[src/rtl/mphi_defines.vh]
`ifndef MPHI_DEFINES_VH
`define MPHI_DEFINES_VH
// =========================================================
// Interface select strap codes, written {bit2,bit1,bit0}.
`define MPHI_SEL_I2C 3'h2
`define MPHI_SEL_SERIAL 3'h0
`define MPHI_SEL_E4 3'h5
`define MPHI_SEL_S4 3'h7
`define MPHI_SEL_E8 3'h4
`define MPHI_SEL_S8 3'h6
// =========================================================
// Character table strap codes, written {sel1,sel0}.
`define MPHI_ROM_FIRST 2'h0
`define MPHI_ROM_SECOND 2'h1
`define MPHI_ROM_THIRD 2'h2
`define MPHI_ROM_SOFT 2'h3
// =========================================================
// I2C slave address upper bits and byte width.
`define MPHI_I2C_ADDR_HI 6'h1e
`define MPHI_BYTE_W 8
`define MPHI_FIFO_DEPTH 2
`endif

[src/rtl/mphi_fifo.v]
`timescale 1ns/100ps
// =========================================================
// Two-entry buffer with valid and ready on both sides.
module mphi_fifo #(
  parameter WIDTH = 9
) (
  // Clock and reset
  input wire clk,
  input wire srst,
  // Fill side
  input wire in_valid,
  output wire in_ready,
  input wire [WIDTH-1:0] in_data,
  // Drain side
  output wire out_valid,
  input wire out_ready,
  output wire [WIDTH-1:0] out_data
);
  reg [WIDTH-1:0] mem_ff [0:1];
  reg wr_ptr_ff;
  reg rd_ptr_ff;
  reg [1:0] cnt_ff;
  wire push;
  wire pop;

  assign in_ready = (cnt_ff != 2'h2);
  assign out_valid = (cnt_ff != 2'h0);
  assign out_data = mem_ff[rd_ptr_ff];
  assign push = in_valid && in_ready;
  assign pop = out_valid && out_ready;

  always @(posedge clk) begin
    if (srst) begin
      wr_ptr_ff <= 1'b0;
      rd_ptr_ff <= 1'b0;
      cnt_ff <= 2'h0;
    end else begin
      if (push) begin
        wr_ptr_ff <= ~wr_ptr_ff;
      end
      if (pop) begin
        rd_ptr_ff <= ~rd_ptr_ff;
      end
      if (push && !pop) begin
        cnt_ff <= cnt_ff + 2'h1;
      end else if (pop && !push) begin
        cnt_ff <= cnt_ff - 2'h1;
      end
    end
  end

  always @(posedge clk) begin
    if (push) begin
      mem_ff[wr_ptr_ff] <= in_data;
    end
  end
endmodule // mphi_fifo

[src/rtl/mphi_host_if.v]
`timescale 1ns/100ps
// Overview of operation
// - Straps select I2C, serial, or 4/8-bit enable or split strobe buses.
// - While hw_init_n is low, all controller and interface state resets.
// - Transfers are accepted only while chip select is low.
// - Parallel: data/command high means display data, low means command.
// - Serial: data/command select steers shifted bytes the same way.
// - I2C: data/command pin is the slave address low bit.
// - Enable-strobe: a cycle starts when the strobe rises with select low.
// - Split-strobe: read starts on read strobe low with select low.
// - Enable-strobe: direction high requests read, low requests write.
// - Split-strobe: direction pin is a low write strobe starting a write.
// - Serial: bus bit 1 is serial input, bit 0 serial clock.
// - All eight host bus lines are driven by the device only in parallel reads; an I2C acknowledge drives bit 2 alone.
// - Two straps pick the character table, or leave it to software.
`include "mphi_defines.vh"
module mphi_host_if #(
  parameter BYTE_W = `MPHI_BYTE_W
) (
  // Clock and reset
  input wire REF_CLK,
  input wire SRST,
  // Straps
  input wire IFACE_SEL_BIT0,
  input wire IFACE_SEL_BIT1,
  input wire IFACE_SEL_BIT2,
  input wire CHAR_TABLE_SEL0,
  input wire CHAR_TABLE_SEL1,
  // Host pins
  input wire HW_INIT_N,
  input wire CS_N,
  input wire DC_SEL,
  input wire E_RD_N,
  input wire RW_WR_N,
  input wire [7:0] HOST_BUS_IN,
  output reg [7:0] HOST_BUS_OUT,
  output reg [7:0] HOST_BUS_OE,
  // Received byte stream toward the controller core
  output reg RX_VALID,
  input wire RX_READY,
  output reg [BYTE_W-1:0] RX_BYTE,
  output reg RX_IS_DATA,
  // Read data supplied by the core
  input wire [BYTE_W-1:0] RD_BYTE,
  // Status
  output reg [2:0] MODE,
  output reg [1:0] CHAR_TABLE,
  output reg I2C_ADDR_LSB,
  output reg INIT_ACTIVE,
  output reg OVERRUN
);
  // =========================================================
  // Mode decode.
  // The init pin is a second synchronous reset, so both clear the same state.
  wire rst = SRST || !HW_INIT_N;
  wire [2:0] sel = {IFACE_SEL_BIT2, IFACE_SEL_BIT1, IFACE_SEL_BIT0};
  reg [2:0] mode_ff;
  wire m_ser = (mode_ff == `MPHI_SEL_SERIAL);
  wire m_i2c = (mode_ff == `MPHI_SEL_I2C);
  wire m_e = (mode_ff == `MPHI_SEL_E4) || (mode_ff == `MPHI_SEL_E8);
  wire m_s = (mode_ff == `MPHI_SEL_S4) || (mode_ff == `MPHI_SEL_S8);
  wire m_4 = (mode_ff == `MPHI_SEL_E4) || (mode_ff == `MPHI_SEL_S4);
  // Codes 001 and 011 select no link; refusing them means a strap that
  // passes through one of them on its way to a new setting changes nothing.
  wire sel_ok = (sel != 3'h1) && (sel != 3'h3);
  wire cs = !CS_N;

  // =========================================================
  // Edge history of the host strobes.
  // Each history flop resets to the level that its detector treats as
  // inactive, so the first cycle after reset never reports a false edge.
  reg e_ff;
  reg rd_n_ff;
  reg wr_n_ff;
  reg sclk_ff;
  reg sda_ff;
  always @(posedge REF_CLK) begin
    if (rst) begin
      e_ff <= 1'b0;
      rd_n_ff <= 1'b1;
      wr_n_ff <= 1'b1;
      sclk_ff <= 1'b1;
      sda_ff <= 1'b1;
    end else begin
      e_ff <= E_RD_N;
      rd_n_ff <= E_RD_N;
      wr_n_ff <= RW_WR_N;
      sclk_ff <= HOST_BUS_IN[0];
      sda_ff <= HOST_BUS_IN[1];
    end
  end

  // Strobes are qualified by chip select so idle bus noise is ignored, except e_fall and i2c_stop, which only end transfers.
  wire e_rise = cs && m_e && E_RD_N && !e_ff;
  wire e_fall = m_e && !E_RD_N && e_ff;
  wire par_wr = (e_rise && !RW_WR_N) ||
    (cs && m_s && !RW_WR_N && wr_n_ff);
  wire par_rd_start = (e_rise && RW_WR_N) ||
    (cs && m_s && !E_RD_N && rd_n_ff);
  wire sclk_rise = cs && m_ser && HOST_BUS_IN[0] && !sclk_ff;
  wire scl_rise = cs && m_i2c && HOST_BUS_IN[0] && !sclk_ff;
  wire scl_fall = cs && m_i2c && !HOST_BUS_IN[0] && sclk_ff;
  // Start and stop are seen one sample late, so the host must keep SDA
  // steady for at least one clock cycle around each SCL edge.
  wire i2c_start = cs && m_i2c && HOST_BUS_IN[0] && sclk_ff &&
    sda_ff && !HOST_BUS_IN[1];
  wire i2c_stop = m_i2c && HOST_BUS_IN[0] && sclk_ff &&
    !sda_ff && HOST_BUS_IN[1];

  // =========================================================
  // Byte assembly for all links.
  // One shift register and bit counter serve both serial links; only one
  // link is live at a time, so sharing them costs nothing.
  reg [7:0] shift_ff;
  reg [3:0] bits_ff;
  reg nib_hi_ff;
  reg [3:0] nib_ff;
  reg push_ff;
  reg [8:0] push_word_ff;
  reg [1:0] i2c_st_ff;
  reg i2c_dc_ff;
  reg i2c_ack_ff;
  reg i2c_drive_ff;
  // I2C transfer phases: waiting, address, control byte, data bytes.
  localparam I2C_IDLE = 2'h0;
  localparam I2C_ADDR = 2'h1;
  localparam I2C_CTRL = 2'h2;
  localparam I2C_BYTE = 2'h3;
  // The low address bit follows the data/command pin at all times.
  wire [6:0] my_addr = {`MPHI_I2C_ADDR_HI, DC_SEL};
  wire fifo_ready;

  always @(posedge REF_CLK) begin
    if (rst) begin
      mode_ff <= `MPHI_SEL_SERIAL;
      shift_ff <= 8'h00;
      bits_ff <= 4'h0;
      nib_hi_ff <= 1'b1;
      nib_ff <= 4'h0;
      push_ff <= 1'b0;
      push_word_ff <= 9'h000;
      i2c_st_ff <= I2C_IDLE;
      i2c_dc_ff <= 1'b0;
      i2c_ack_ff <= 1'b0;
      i2c_drive_ff <= 1'b0;
      OVERRUN <= 1'b0;
    end else begin
      // Straps are captured while idle; a bad code keeps the last mode.
      if (!cs && sel_ok) begin
        mode_ff <= sel;
      end
      push_ff <= 1'b0;
      // A byte offered to a full buffer is dropped; the loss stays marked
      // until the next reset, because the core cannot recover the byte.
      if (push_ff && !fifo_ready) begin
        OVERRUN <= 1'b1;
      end
      // In 4-bit modes a high nibble waits in nib_ff; a host that stops
      // after one nibble leaves it pending until its next write.
      if (par_wr) begin
        if (!m_4) begin
          push_ff <= 1'b1;
          push_word_ff <= {DC_SEL, HOST_BUS_IN};
        end else if (nib_hi_ff) begin
          nib_ff <= HOST_BUS_IN[7:4];
          nib_hi_ff <= 1'b0;
        end else begin
          push_ff <= 1'b1;
          push_word_ff <= {DC_SEL, nib_ff, HOST_BUS_IN[7:4]};
          nib_hi_ff <= 1'b1;
        end
      end
      if (!cs) begin
        bits_ff <= 4'h0;
      end else if (sclk_rise) begin
        shift_ff <= {shift_ff[6:0], HOST_BUS_IN[1]};
        if (bits_ff == 4'h7) begin
          bits_ff <= 4'h0;
          push_ff <= 1'b1;
          push_word_ff <= {DC_SEL, shift_ff[6:0], HOST_BUS_IN[1]};
        end else begin
          bits_ff <= bits_ff + 4'h1;
        end
      end
      // I2C: address with own low bit, control byte (bit 6 = data), bytes.
      if (i2c_start) begin
        i2c_st_ff <= I2C_ADDR;
        bits_ff <= 4'h0;
        i2c_ack_ff <= 1'b0;
      end else if (i2c_stop || !cs) begin
        i2c_st_ff <= I2C_IDLE;
        i2c_drive_ff <= 1'b0;
      end else if (scl_rise && !i2c_ack_ff && i2c_st_ff != I2C_IDLE) begin
        shift_ff <= {shift_ff[6:0], HOST_BUS_IN[1]};
        bits_ff <= bits_ff + 4'h1;
      end else if (scl_fall) begin
        i2c_drive_ff <= 1'b0;
        if (i2c_ack_ff) begin
          i2c_ack_ff <= 1'b0;
          bits_ff <= 4'h0;
        end else if (bits_ff == 4'h8) begin
          i2c_ack_ff <= 1'b1;
          // Only a write to our own address is answered; reads are not
          // offered on this link.
          case (i2c_st_ff)
            I2C_ADDR: begin
              if (shift_ff[7:1] == my_addr && !shift_ff[0]) begin
                i2c_drive_ff <= 1'b1;
                i2c_st_ff <= I2C_CTRL;
              end else begin
                i2c_st_ff <= I2C_IDLE;
              end
            end
            I2C_CTRL: begin
              i2c_drive_ff <= 1'b1;
              i2c_dc_ff <= shift_ff[6];
              i2c_st_ff <= I2C_BYTE;
            end
            I2C_BYTE: begin
              i2c_drive_ff <= 1'b1;
              push_ff <= 1'b1;
              push_word_ff <= {i2c_dc_ff, shift_ff};
            end
            default: begin
              i2c_st_ff <= I2C_IDLE;
            end
          endcase
        end
      end
    end
  end

  // =========================================================
  // Buffer toward the core; a core stalled past three bytes loses the later ones.
  // Two entries behind the output register cover a core that stalls for
  // the length of a couple of host writes.
  wire fifo_valid;
  wire [8:0] fifo_data;
  // The output register reloads whenever it is empty or being drained.
  wire take = fifo_valid && (!RX_VALID || RX_READY);
  mphi_fifo #(
    .WIDTH(9)
  ) u_fifo (
    .clk(REF_CLK),
    .srst(rst),
    .in_valid(push_ff),
    .in_ready(fifo_ready),
    .in_data(push_word_ff),
    .out_valid(fifo_valid),
    .out_ready(take),
    .out_data(fifo_data)
  );

  // =========================================================
  // Outputs and read drive.
  reg rd_active_ff;
  always @(posedge REF_CLK) begin
    if (rst) begin
      RX_VALID <= 1'b0;
      RX_BYTE <= {BYTE_W{1'b0}};
      RX_IS_DATA <= 1'b0;
      HOST_BUS_OUT <= 8'h00;
      HOST_BUS_OE <= 8'h00;
      rd_active_ff <= 1'b0;
      MODE <= `MPHI_SEL_SERIAL;
      CHAR_TABLE <= `MPHI_ROM_FIRST;
      I2C_ADDR_LSB <= 1'b0;
      INIT_ACTIVE <= 1'b1;
    end else begin
      // INIT_ACTIVE stays high for one cycle after the reset is released.
      INIT_ACTIVE <= 1'b0;
      MODE <= mode_ff;
      CHAR_TABLE <= {CHAR_TABLE_SEL1, CHAR_TABLE_SEL0};
      I2C_ADDR_LSB <= DC_SEL;
      if (take) begin
        RX_VALID <= 1'b1;
        RX_BYTE <= fifo_data[7:0];
        RX_IS_DATA <= fifo_data[8];
      end else if (RX_READY) begin
        RX_VALID <= 1'b0;
      end
      // A read ends when its strobe goes inactive or the chip is deselected.
      if (par_rd_start) begin
        rd_active_ff <= 1'b1;
      end else if (!cs || e_fall || (m_s && E_RD_N)) begin
        rd_active_ff <= 1'b0;
      end
      // The drive lags the strobe by two cycles, so a host must hold its
      // read strobe for at least two cycles before it samples the bus.
      HOST_BUS_OUT <= RD_BYTE;
      if (m_i2c) begin
        // The acknowledge pulls bus bit 2 low; bit 1 is only watched.
        HOST_BUS_OUT <= 8'h00;
        HOST_BUS_OE <= {5'h00, i2c_drive_ff, 2'h0};
      end else if (rd_active_ff && cs && (m_e || m_s)) begin
        HOST_BUS_OE <= 8'hff;
      end else begin
        HOST_BUS_OE <= 8'h00;
      end
    end
  end
endmodule // mphi_host_if

[config.mk]
export PLATFORM = sky130hd
export DESIGN_NAME = mphi_host_if
export DESIGN_NICKNAME = d
export VERILOG_FILES = /design/src/rtl/mphi_fifo.v /design/src/rtl/mphi_host_if.v
export VERILOG_INCLUDE_DIRS = /design/src /design/src/rtl
export SDC_FILE = /design/constraint.sdc
export NUM_CORES = 1
export LEC_CHECK = 0
export BUFFER_PORTS_ARGS = -buffer_cell sky130_fd_sc_hd__buf_4
export CAP_MARGIN = 20
export CORE_MARGIN = 2
export CORE_UTILIZATION = 35
export DETAILED_ROUTE_END_ITERATION = 7
export PLACE_DENSITY = 0.59
export SLEW_MARGIN = 20
export SYNTH_ARGS = -nofsm -noshare
export SYNTH_HDL_FRONTEND = slang
export SYNTH_SLANG_ARGS = --single-unit
[constraint.sdc]
create_clock -name REF_CLK -period 2.1 [get_ports REF_CLK]
set_input_delay 0.315 -clock REF_CLK [delete_from_list [all_inputs] [get_ports REF_CLK]]
set_output_delay 0.315 -clock REF_CLK [all_outputs]
set_load 0.01 [all_outputs]
# Word-level counts from Yosys, hierarchy flattened
# Memories as Yosys holds them, arrays and structs flattened. A register that Yosys moved wholly into a read port is not among the register bits.
# Cells that the tools add are included.
# totals
ff_bits	70
latchBits	0
ram_bits	18
romBits	0
input_bits	29
output_inout_bits	34
elab_cells	212
memories	1
# classes
n_addsub	3
n_mul	0
n_div	0
magnitude_cmp	0
n_eq_ne	18
shift	0
muxes	66
n_bitwise	7
n_reduce_logical	87
# memory_table
memory	depth	word_bits	rd	rd_ports_with_merged_regs	write_ports	line_no	text
u_fifo.mem_ff	2	9	1	1	1	mphi_fifo.v:19	reg [WIDTH-1:0] mem_ff [0:1];
# ops
cell	n
9-bit 2-to-1 mux	13
8-bit 2-to-1 mux	6
1-bit logical AND	41
1-bit 2-to-1 mux	34
4-bit 2-to-1 mux	7
1-bit logical NOT	15
3-bit == test, second input constant	4
2-bit nonzero test	6
1-bit logical OR	11
5-bit AND reduction	2
3-bit AND reduction	3
7-bit by 6-bit == test with 1-bit output	1
1-bit NOT	7
7-bit AND reduction	1
2-bit 2-to-1 mux	3
3-bit by 2-bit != test with 1-bit output, second input constant	2
3-bit != test, second input constant	2
2-bit case mux with 3 select lines	1
3-bit nonzero test	2
2-bit OR reduction	3
4-bit by 1-bit adder with 4-bit output, second input constant	1
2-bit == test, second input constant	2
4-bit by 3-bit == test with 1-bit output, second input constant	1
4-bit == test, second input constant	1
other kinds (11)	12

# Depth between registers and ports, before layout
# Gate-level depths: netlist (run 1).
# depth
depth_word	18
mapped_depth	8
mapped_depth_nobuf	8

# Hierarchy
# From an unflattened synthesis (run 1), not the netlist that was laid out.
# hier_totals
hier_cells	407
hier_area_um2	4048.9
# by_module_without_submodules
mod	n_inst	cells_each	area_per_inst_um2	seq_area_each_um2
mphi_host_if	1	355	3179.3	1381.3
mphi_fifo	1	52	869.6	640.6

# Worst setup path before layout (run 1)
# Ideal clock, no wire load.
# synth_timing
path_type	flip-flop to flip-flop
startpoint	register mode_ff[0]
endpoint	register i2c_st_ff[1]
setup_time_ns	0.103
t_arrival_ns	1.707
slack_ns	0.289
stages_incl_launch_ff	7
n_path_buf	1
cell_sequence	dfxtp_1 buf_6 nand4bb_4 or4_4 nor2_4 mux2i_1 a2111oi_2
# synth_via
elab_chain_len	8
# synth_lines
item	line_no	text
from (decl)	mphi_host_if.v:57	reg [2:0] mode_ff;
from (signal assigned)	mphi_host_if.v:135	mode_ff <= `MPHI_SEL_SERIAL;
from (signal assigned)	mphi_host_if.v:150	mode_ff <= sel;
3-bit by 2-bit == test with 1-bit output (no line) *	-	
1-bit logical AND	mphi_host_if.v:101, mphi_host_if.v:102, mphi_host_if.v:105	
1-bit logical AND	mphi_host_if.v:101, mphi_host_if.v:105	
1-bit logical AND	mphi_host_if.v:101	wire scl_rise = cs && m_i2c && HOST_BUS_IN[0] && !sclk_ff;
1-bit logical AND (2 in a row)	mphi_host_if.v:193	end else if (scl_rise && !i2c_ack_ff && i2c_st_ff != I2C_IDLE) begin
1-bit NOT (no line)	-	
5-bit AND reduction (no line)	-	
to (signal assigned)	mphi_host_if.v:187	i2c_st_ff <= I2C_ADDR;
to (signal assigned)	mphi_host_if.v:191	i2c_st_ff <= I2C_IDLE;
to (signal assigned)	mphi_host_if.v:209	i2c_st_ff <= I2C_CTRL;
to (decl)	mphi_host_if.v:120	reg [1:0] i2c_st_ff;
# Every way passes the cells marked *; elsewhere a longest branch is shown, timed or not.
# A chain may end at the register's enable or synchronous reset.

# Worst setup path in the final report (run 1)
# layout_timing
startpoint	register mode_ff[2]
endpoint	register i2c_st_ff[1]
# Same word-level chain as after synthesis.

==> results of run 1 <==
## cell usage after synthesis, types with 2 or more instances
library cell	instances	area, um2
a2111oi_0	2	17.5
a211oi_1	18	135
a21oi_1	31	155
a31oi_1	7	43.8
and2_1	9	56.3
and3_1	11	68.8
buf_1	2	7.51
buf_4	7	52.6
clkbuf_1	14	52.6
dfxtp_1	73	1460
edfxtp_1	18	541
ha_1	7	87.6
inv_1	17	63.8
mux2i_1	14	140
nand2_1	34	128
nand2b_1	9	56.3
nand3_1	5	25.0
nand3b_1	11	82.6
nor2_1	38	143
nor2b_1	5	31.3
nor3b_1	4	30.0
o211ai_1	2	15.0
o21ai_0	19	95.1
o32ai_1	7	61.3
xnor2_1	2	17.5
xor2_1	5	43.8
## critical path: cells and delay by family (launching register included)
kind | cells | cell delay (ps)
flops | 1 | 390
mux | 1 | 100
compound gates | 1 | 320
simple gates | 3 | 980
## through the flow
| stage | total power, mW | utilization [%] | hold WS [ps] | instance area, um2 |
|---|---|---|---|---|
| after floorplan | 1.92 | - | 416 | 3860 |
| after global placement | 2.00 | 41.5 | 441 | 4480 |
| after detailed placement | 2.01 | 41.5 | 442 | 4480 |
| after CTS | 3.24 | 43.4 | 128 | 4690 |
| after global routing | 3.32 | 43.5 | 136 | 4700 |
| final | 3.20 | 43.5 | 144 | 4700 |
## flip-flops by register name (all words and copies together) (netlist names), 3 cells and up
signal         flops
RX_BYTE            8
bits_ff            4
push_word_ff       9
shift_ff           8
nib_ff             4
u_fifo.mem_ff     18
mode_ff            3
HOST_BUS_OUT       8
MODE               3
## path summary, 6_finish.rpt
check	start	end	slack, ps	depth (start not counted)
hold / removal	CHAR_TABLE_SEL1	CHAR_TABLE[1]$_SDFF_PP0_	140	2
setup reg to reg	mode_ff[2]$_SDFFE_PP0P_	i2c_st_ff[1]$_SDFFE_PP0P_	210	5
hold reg to reg	push_word_ff[7]$_SDFF_PP0_	u_fifo.mem_ff[1][7]$_DFFE_PP_	460	0
setup / recovery	mode_ff[2]$_SDFFE_PP0P_	i2c_st_ff[1]$_SDFFE_PP0P_	210	5
## where the power goes
group	total [mW]	internal [mW]	leakage, nW	switching [mW]
combinational	0.167	0.0811	0.900	0.0856
sequential	1.80	1.79	0.717	0.0104
clock	1.23	0.573	0.103	0.662
total	3.20	2.44	1.72	0.758
## routing by layer
metal	track usage [%]	up-vias	wire, um
met5	0	-	0
met4	5.40	0	165
met3	4.36	15	367
met2	24.7	64	3980
met1	17.2	1392	3700
li1	-	1525	-
## cell type report
type | instances | area (um2) | area share (%)
multi-input cells | 264 | 1670 | 35.6
clock buffers | 9 | 124 | 2.64
well taps | 140 | 175 | 3.73
clock inverters | 7 | 83.8 | 1.78
inverters | 17 | 63.8 | 1.36
repair buffers | 75 | 576 | 12.3
flip-flops and latches | 91 | 2000 | 42.7
## cell families (layout without fill, tap and decap cells)
family | after synthesis | count (layout) | synth area share [%]
simple gates | 141 | 141 | 20.2
compound gates | 95 | 95 | 15.5
flops | 91 | 91 | 51.8
fa+ha+maj | 7 | 7 | 2.27
xor+xnor | 7 | 7 | 1.59
buf+inv | 42 | 108 | 4.99
mux | 14 | 14 | 3.63
## what timing repair did
| item | CTS | global route |
|---|---|---|
| resized for setup | 0 | 3 |
| setup endpoints to repair | 0 | 9 |
| hold buffers | 0 | 0 |
| setup buffers | 0 | 1 |
==> impl_results.md, run 1 <==
* Status: completed
* CTS clk-pin slew, worst paths at 90 ps
* CTS buffer count at 9
* Finished Layout Cells at 603
* Via density at 4.97
* Leading register cell type out of synthesis: dfxtp_1
* Crit share post-route at 90.2%
* Congestion Overflow GR at 0
* Mapped Cells at 397
* Crit path cell chain: nand4bb_4 > or4_4 > nor2_4 > mux2i_1 > a2111oi_2
* Post-synth EDFFs at 18
* Longest Clk Path Bufs at 2
* Largest net degree at the start of global routing at 28
* Drt pass-1 iters at 4
* Diode count at 0
* Cell Pwr Density at 681 nW/um2
* Max Transition Viols Final at 0
* CP arrival at 2160 ps
* RSZ-0062 raised after global routing: false
* Final Hold Viols at 0
* F_max at 0.528 GHz
* Antenna violations before repair at 0
* Worst-path fanout max at 14
* Wirelength per Cell at 13.6 um
* Clock Skew at 6.64 ps
* Max incr delay on CP at 590 ps
* Die Wd at 109 um
* Area grow syn2layout at 21.6%
* Pre-CTS setup slack at 124 ps
* I/O Pins at 63
* Clk sink count at 91
* Clock Tree Root: clkbuf_8
* Initial Util at 35.8%
* Vias in the first global route at 2795
* Slowest CP cell: or4_4
* Clock latency on the worst-skew pair at 370 ps
* HPWL after DPL at 6000 um
* Post-route DRC at 0
* Final-report setup violation count at 0
* Measured slew at the worst slew-check pin at 594 ps
* DRT antenna net count at 0
* Synthesized area at 3860 um2
* Layout cell share with drive strength beyond 1 at 21.8%
* GRT Overall Usage at 14.5%
* Asr flop ratio synth at 0%
* Min-delay worst type: in2reg
* Final min period at 1890 ps
* P_leak at 1.72 nW
* Synth unique cells at 52
* Yosys warnings at 0
* Commonest non-fill, non-tap cell in the layout: buf_4
* Slew headroom at 59.4%
* Worst setup EP type: flip-flop
* Most frequent cells in the layout: buf_4, dfxtp_1, nor2_1
* Die area at 11900 um2
* Total wire length at 8210 um
* CTS tree: built
* Core region area at 10800 um2
* Final WS setup at 206 ps
* Setup_tns at 0 ps
* Post-Syn Nets at 433
* GPL Wtd Cong at 0.821
* Initial DRC Count at 101
* First-pass GRT wire length at 13400 um
* Filler cells at 1033
* Max-cap violations at 0
* Syn_area_per_cell at 9.73 um2
* H-tree levels at 3
* Seq cells post-synth at 91
* Fin nets at 494
* Seq/Total Area, Yosys at 51.8%
* Core Rows at 38
* Crit start category: flip-flop
* Port bufs at 62
* WP data required at 2370 ps
* Placed insts at 586
* Die H at 109 um
* Via count at 2996
* CP Class: reg2reg
* VDD IR max at 0.391 mV
Power figures use the tool's default switching activity.
==> inputs of run 2 (changes only) <==
Settings changed: HOLD_SLACK_MARGIN set to 0.15.
==> run 2 against run 1 <==
Net effect: highest routed layer unchanged; register-to-register slack hardly changed; maximum frequency is 3.4% lower; flip-flop and latch count stayed put; largest power group unchanged; sequential share of layout area is 0.36 points lower; critical endpoint is now push_word_ff[6]$_SDFF_PP0_; core utilization is 0.37 points higher; critical path depth is 3 higher.
==> impl_results.md, run 2 (synthesis results as in run 1) <==
* Initial DRC Count at 109 (was 101)
* Worst Path Buf+Inv at 3 (was 0)
* Worst-path fanout max at 14 (unchanged)
* Largest registers: u_fifo.mem_ff (18), push_word_ff (9) (unchanged)
* CP Class: in2reg (was reg2reg)
* Core Rows at 38 (unchanged)
* Biggest register: u_fifo.mem_ff (unchanged)
* Min-delay worst type: in2reg (unchanged)
* H-tree levels at 3 (unchanged)
* DRT antenna net count at 0 (unchanged)
* Congestion Overflow GR at 0 (unchanged)
* Pre-CTS setup slack at 124 ps (unchanged)
* Via count at 3007 (was 2996)
* CTS buffer count at 9 (unchanged)
* Status: completed (unchanged)
* Total wire length at 8310 um (was 8210 um)
* Reg-to-Reg Start: mode_ff[2]$_SDFFE_PP0P_ (unchanged)
* First-pass GRT wire length at 13500 um (was 13400 um)
* Critical path origin: RW_WR_N (was mode_ff[2]$_SDFFE_PP0P_)
* Fin nets at 498 (was 494)
* Final-report setup violation count at 0 (unchanged)
* Final min period at 1960 ps (was 1890 ps)
* Crit share post-route at 93.4% (was 90.2%)
* Initial Util at 35.8% (unchanged)
* Measured slew at the worst slew-check pin at 594 ps (about the same)
* Detailed route wirelength on metal3 at 410 um (was 367 um)
* RSZ-0062 raised after global routing: false (unchanged)
* P_leak at 1.74 nW (was 1.72 nW)
* Post-DP Area at 4480 um2 (unchanged)
* Largest net degree at the start of global routing at 28 (unchanged)
* Max-cap violations at 0 (unchanged)
* Post-route DRC at 0 (unchanged)
* Worst setup EP type: flip-flop (unchanged)
* I/O Pins at 63 (unchanged)
* Cell Pwr Density at 676 nW/um2 (was 681 nW/um2)
* Antenna violations before repair at 0 (unchanged)
* Layout Utilization at 43.9% (was 43.5%)
* Die Wd at 109 um (unchanged)
* Slew headroom at 59.4% (about the same)
* Via density at 4.95 (was 4.97)
* CTS tree: built (unchanged)
* CP arrival at 2240 ps (was 2160 ps)
* CTS clk-pin slew, worst paths at 90 ps (about the same)
* WL met1 at 3660 um (was 3700 um)
* Crit path cell chain: dlygate4sd3_1 > buf_4 > nor3b_1 > o21ai_0 > buf_4 > a21oi_1 > a211oi_1 > o32ai_1 (was nand4bb_4 > or4_4 > nor2_4 > mux2i_1 > a2111oi_2)
* Crit start category: input port (was flip-flop)
* Crit path max-delay family: buffers and inverters (was simple AND/OR/NAND/NOR gates)
* Wirelength per Cell at 13.7 um (was 13.6 um)
* VDD IR max at 0.390 mV (was 0.391 mV)
* Number of flip-flops in the largest register at 18 (unchanged)
* Clk sink count at 91 (unchanged)
* Finished Cell Area at 4740 um2 (was 4700 um2)
* Final Hold Viols at 0 (unchanged)
* WP data required at 2380 ps (was 2370 ps)
* Slowest CP cell: dlygate4sd3_1 (was or4_4)
* Max incr delay on CP at 540 ps (was 590 ps)
* GRT Overall Usage at 14.6% (was 14.5%)
* Layout cell share with drive strength beyond 1 at 21.6% (was 21.8%)
* Area grow syn2layout at 22.6% (was 21.6%)
* Clock Skew at 6.81 ps (was 6.64 ps)
* Met2 WL at 4080 um (was 3980 um)
* Die H at 109 um (unchanged)
* Setup_tns at 0 ps (unchanged)
* Die area at 11900 um2 (unchanged)
* Longest Clk Path Bufs at 2 (unchanged)
* Commonest non-fill, non-tap cell in the layout: buf_4 (unchanged)
* Final WS setup at 139 ps (was 206 ps)
* Vias in the first global route at 2825 (was 2795)
* F_max at 0.510 GHz (was 0.528 GHz)
* Most common cell on crit path: buf_4
* GPL Wtd Cong at 0.821 (unchanged)
* Top Metal Used: met4 (unchanged)
* Port bufs at 62 (unchanged)
* Core region area at 10800 um2 (unchanged)
* Drt pass-1 iters at 7 (was 4)
* Worst Min Path Start: RD_BYTE[0] (was CHAR_TABLE_SEL1)
* Clock latency on the worst-skew pair at 360 ps (was 370 ps)
* HPWL after DPL at 6000 um (unchanged)
* Most frequent cells in the layout: buf_4, dfxtp_1, nor2_1 (unchanged)
* Filler cells at 1026 (was 1033)
* Max Transition Viols Final at 0 (unchanged)
* Clock Tree Root: clkbuf_8 (unchanged)
* Diode count at 0 (unchanged)
==> run 2: cell count changes in the layout (fill, tap and decap cells not counted) <==
cell,before,now
dlygate4sd3_1,0,4
==> run 2: power breakdown <==
group | internal (mW) | switching [mW]
Sequential | 1.79 | 0.0104
Clock | 0.573 | 0.659
Combinational | 0.0860 | 0.0872
==> run 2: timing repair <==
| action | in CTS | in global routing |
|---|---|---|
| gates resized for setup | 0 | 3 |
| hold endpoints to repair | 4 | 0 |
| endpoints found under the setup margin | 0 | 9 |
| hold buffers | 4 | 0 |
| buffers inserted | 0 | 1 |
==> run 2: area by class of cell <==
class / instances / area (um2) / share of cell area [%]
Clock buffer: 9 / 124 / 2.61
Inverter: 17 / 63.8 / 1.35
Tap cell: 140 / 175 / 3.70
Multi-Input combinational cell: 264 / 1670 / 35.3
Sequential cell: 91 / 2000 / 42.3
Timing Repair Buffer: 79 / 616 / 13.0
Clock inverter: 7 / 83.8 / 1.77
==> run 2: per-layer routing <==
layer  vias to the layer above  track usage (%)
met5                         -                0
met4                         0             5.40
met3                        15             4.36
met2                        69             24.9
met1                      1392             17.3
li1                       1531                -
==> run 2: path summary, 6_finish.rpt <==
kind         slack (ps)  cells after the start                            end
min reg2reg         460                      0  u_fifo.mem_ff[1][7]$_DFFE_PP_
max reg2reg         200                      5      i2c_st_ff[1]$_SDFFE_PP0P_
max                 140                      8     push_word_ff[6]$_SDFF_PP0_
min                 170                      2     HOST_BUS_OUT[0]$_SDFF_PP0_
==> run 2: through the flow <==
stage | instances | power [mW] | hold WS, ps
after floorplan | 397 | 1.92 | 416
after global placement | 586 | 2.00 | 441
after detailed placement | 586 | 2.01 | 442
after CTS | 606 | 3.25 | 151
after global routing | 607 | 3.33 | 163
final | 607 | 3.21 | 174
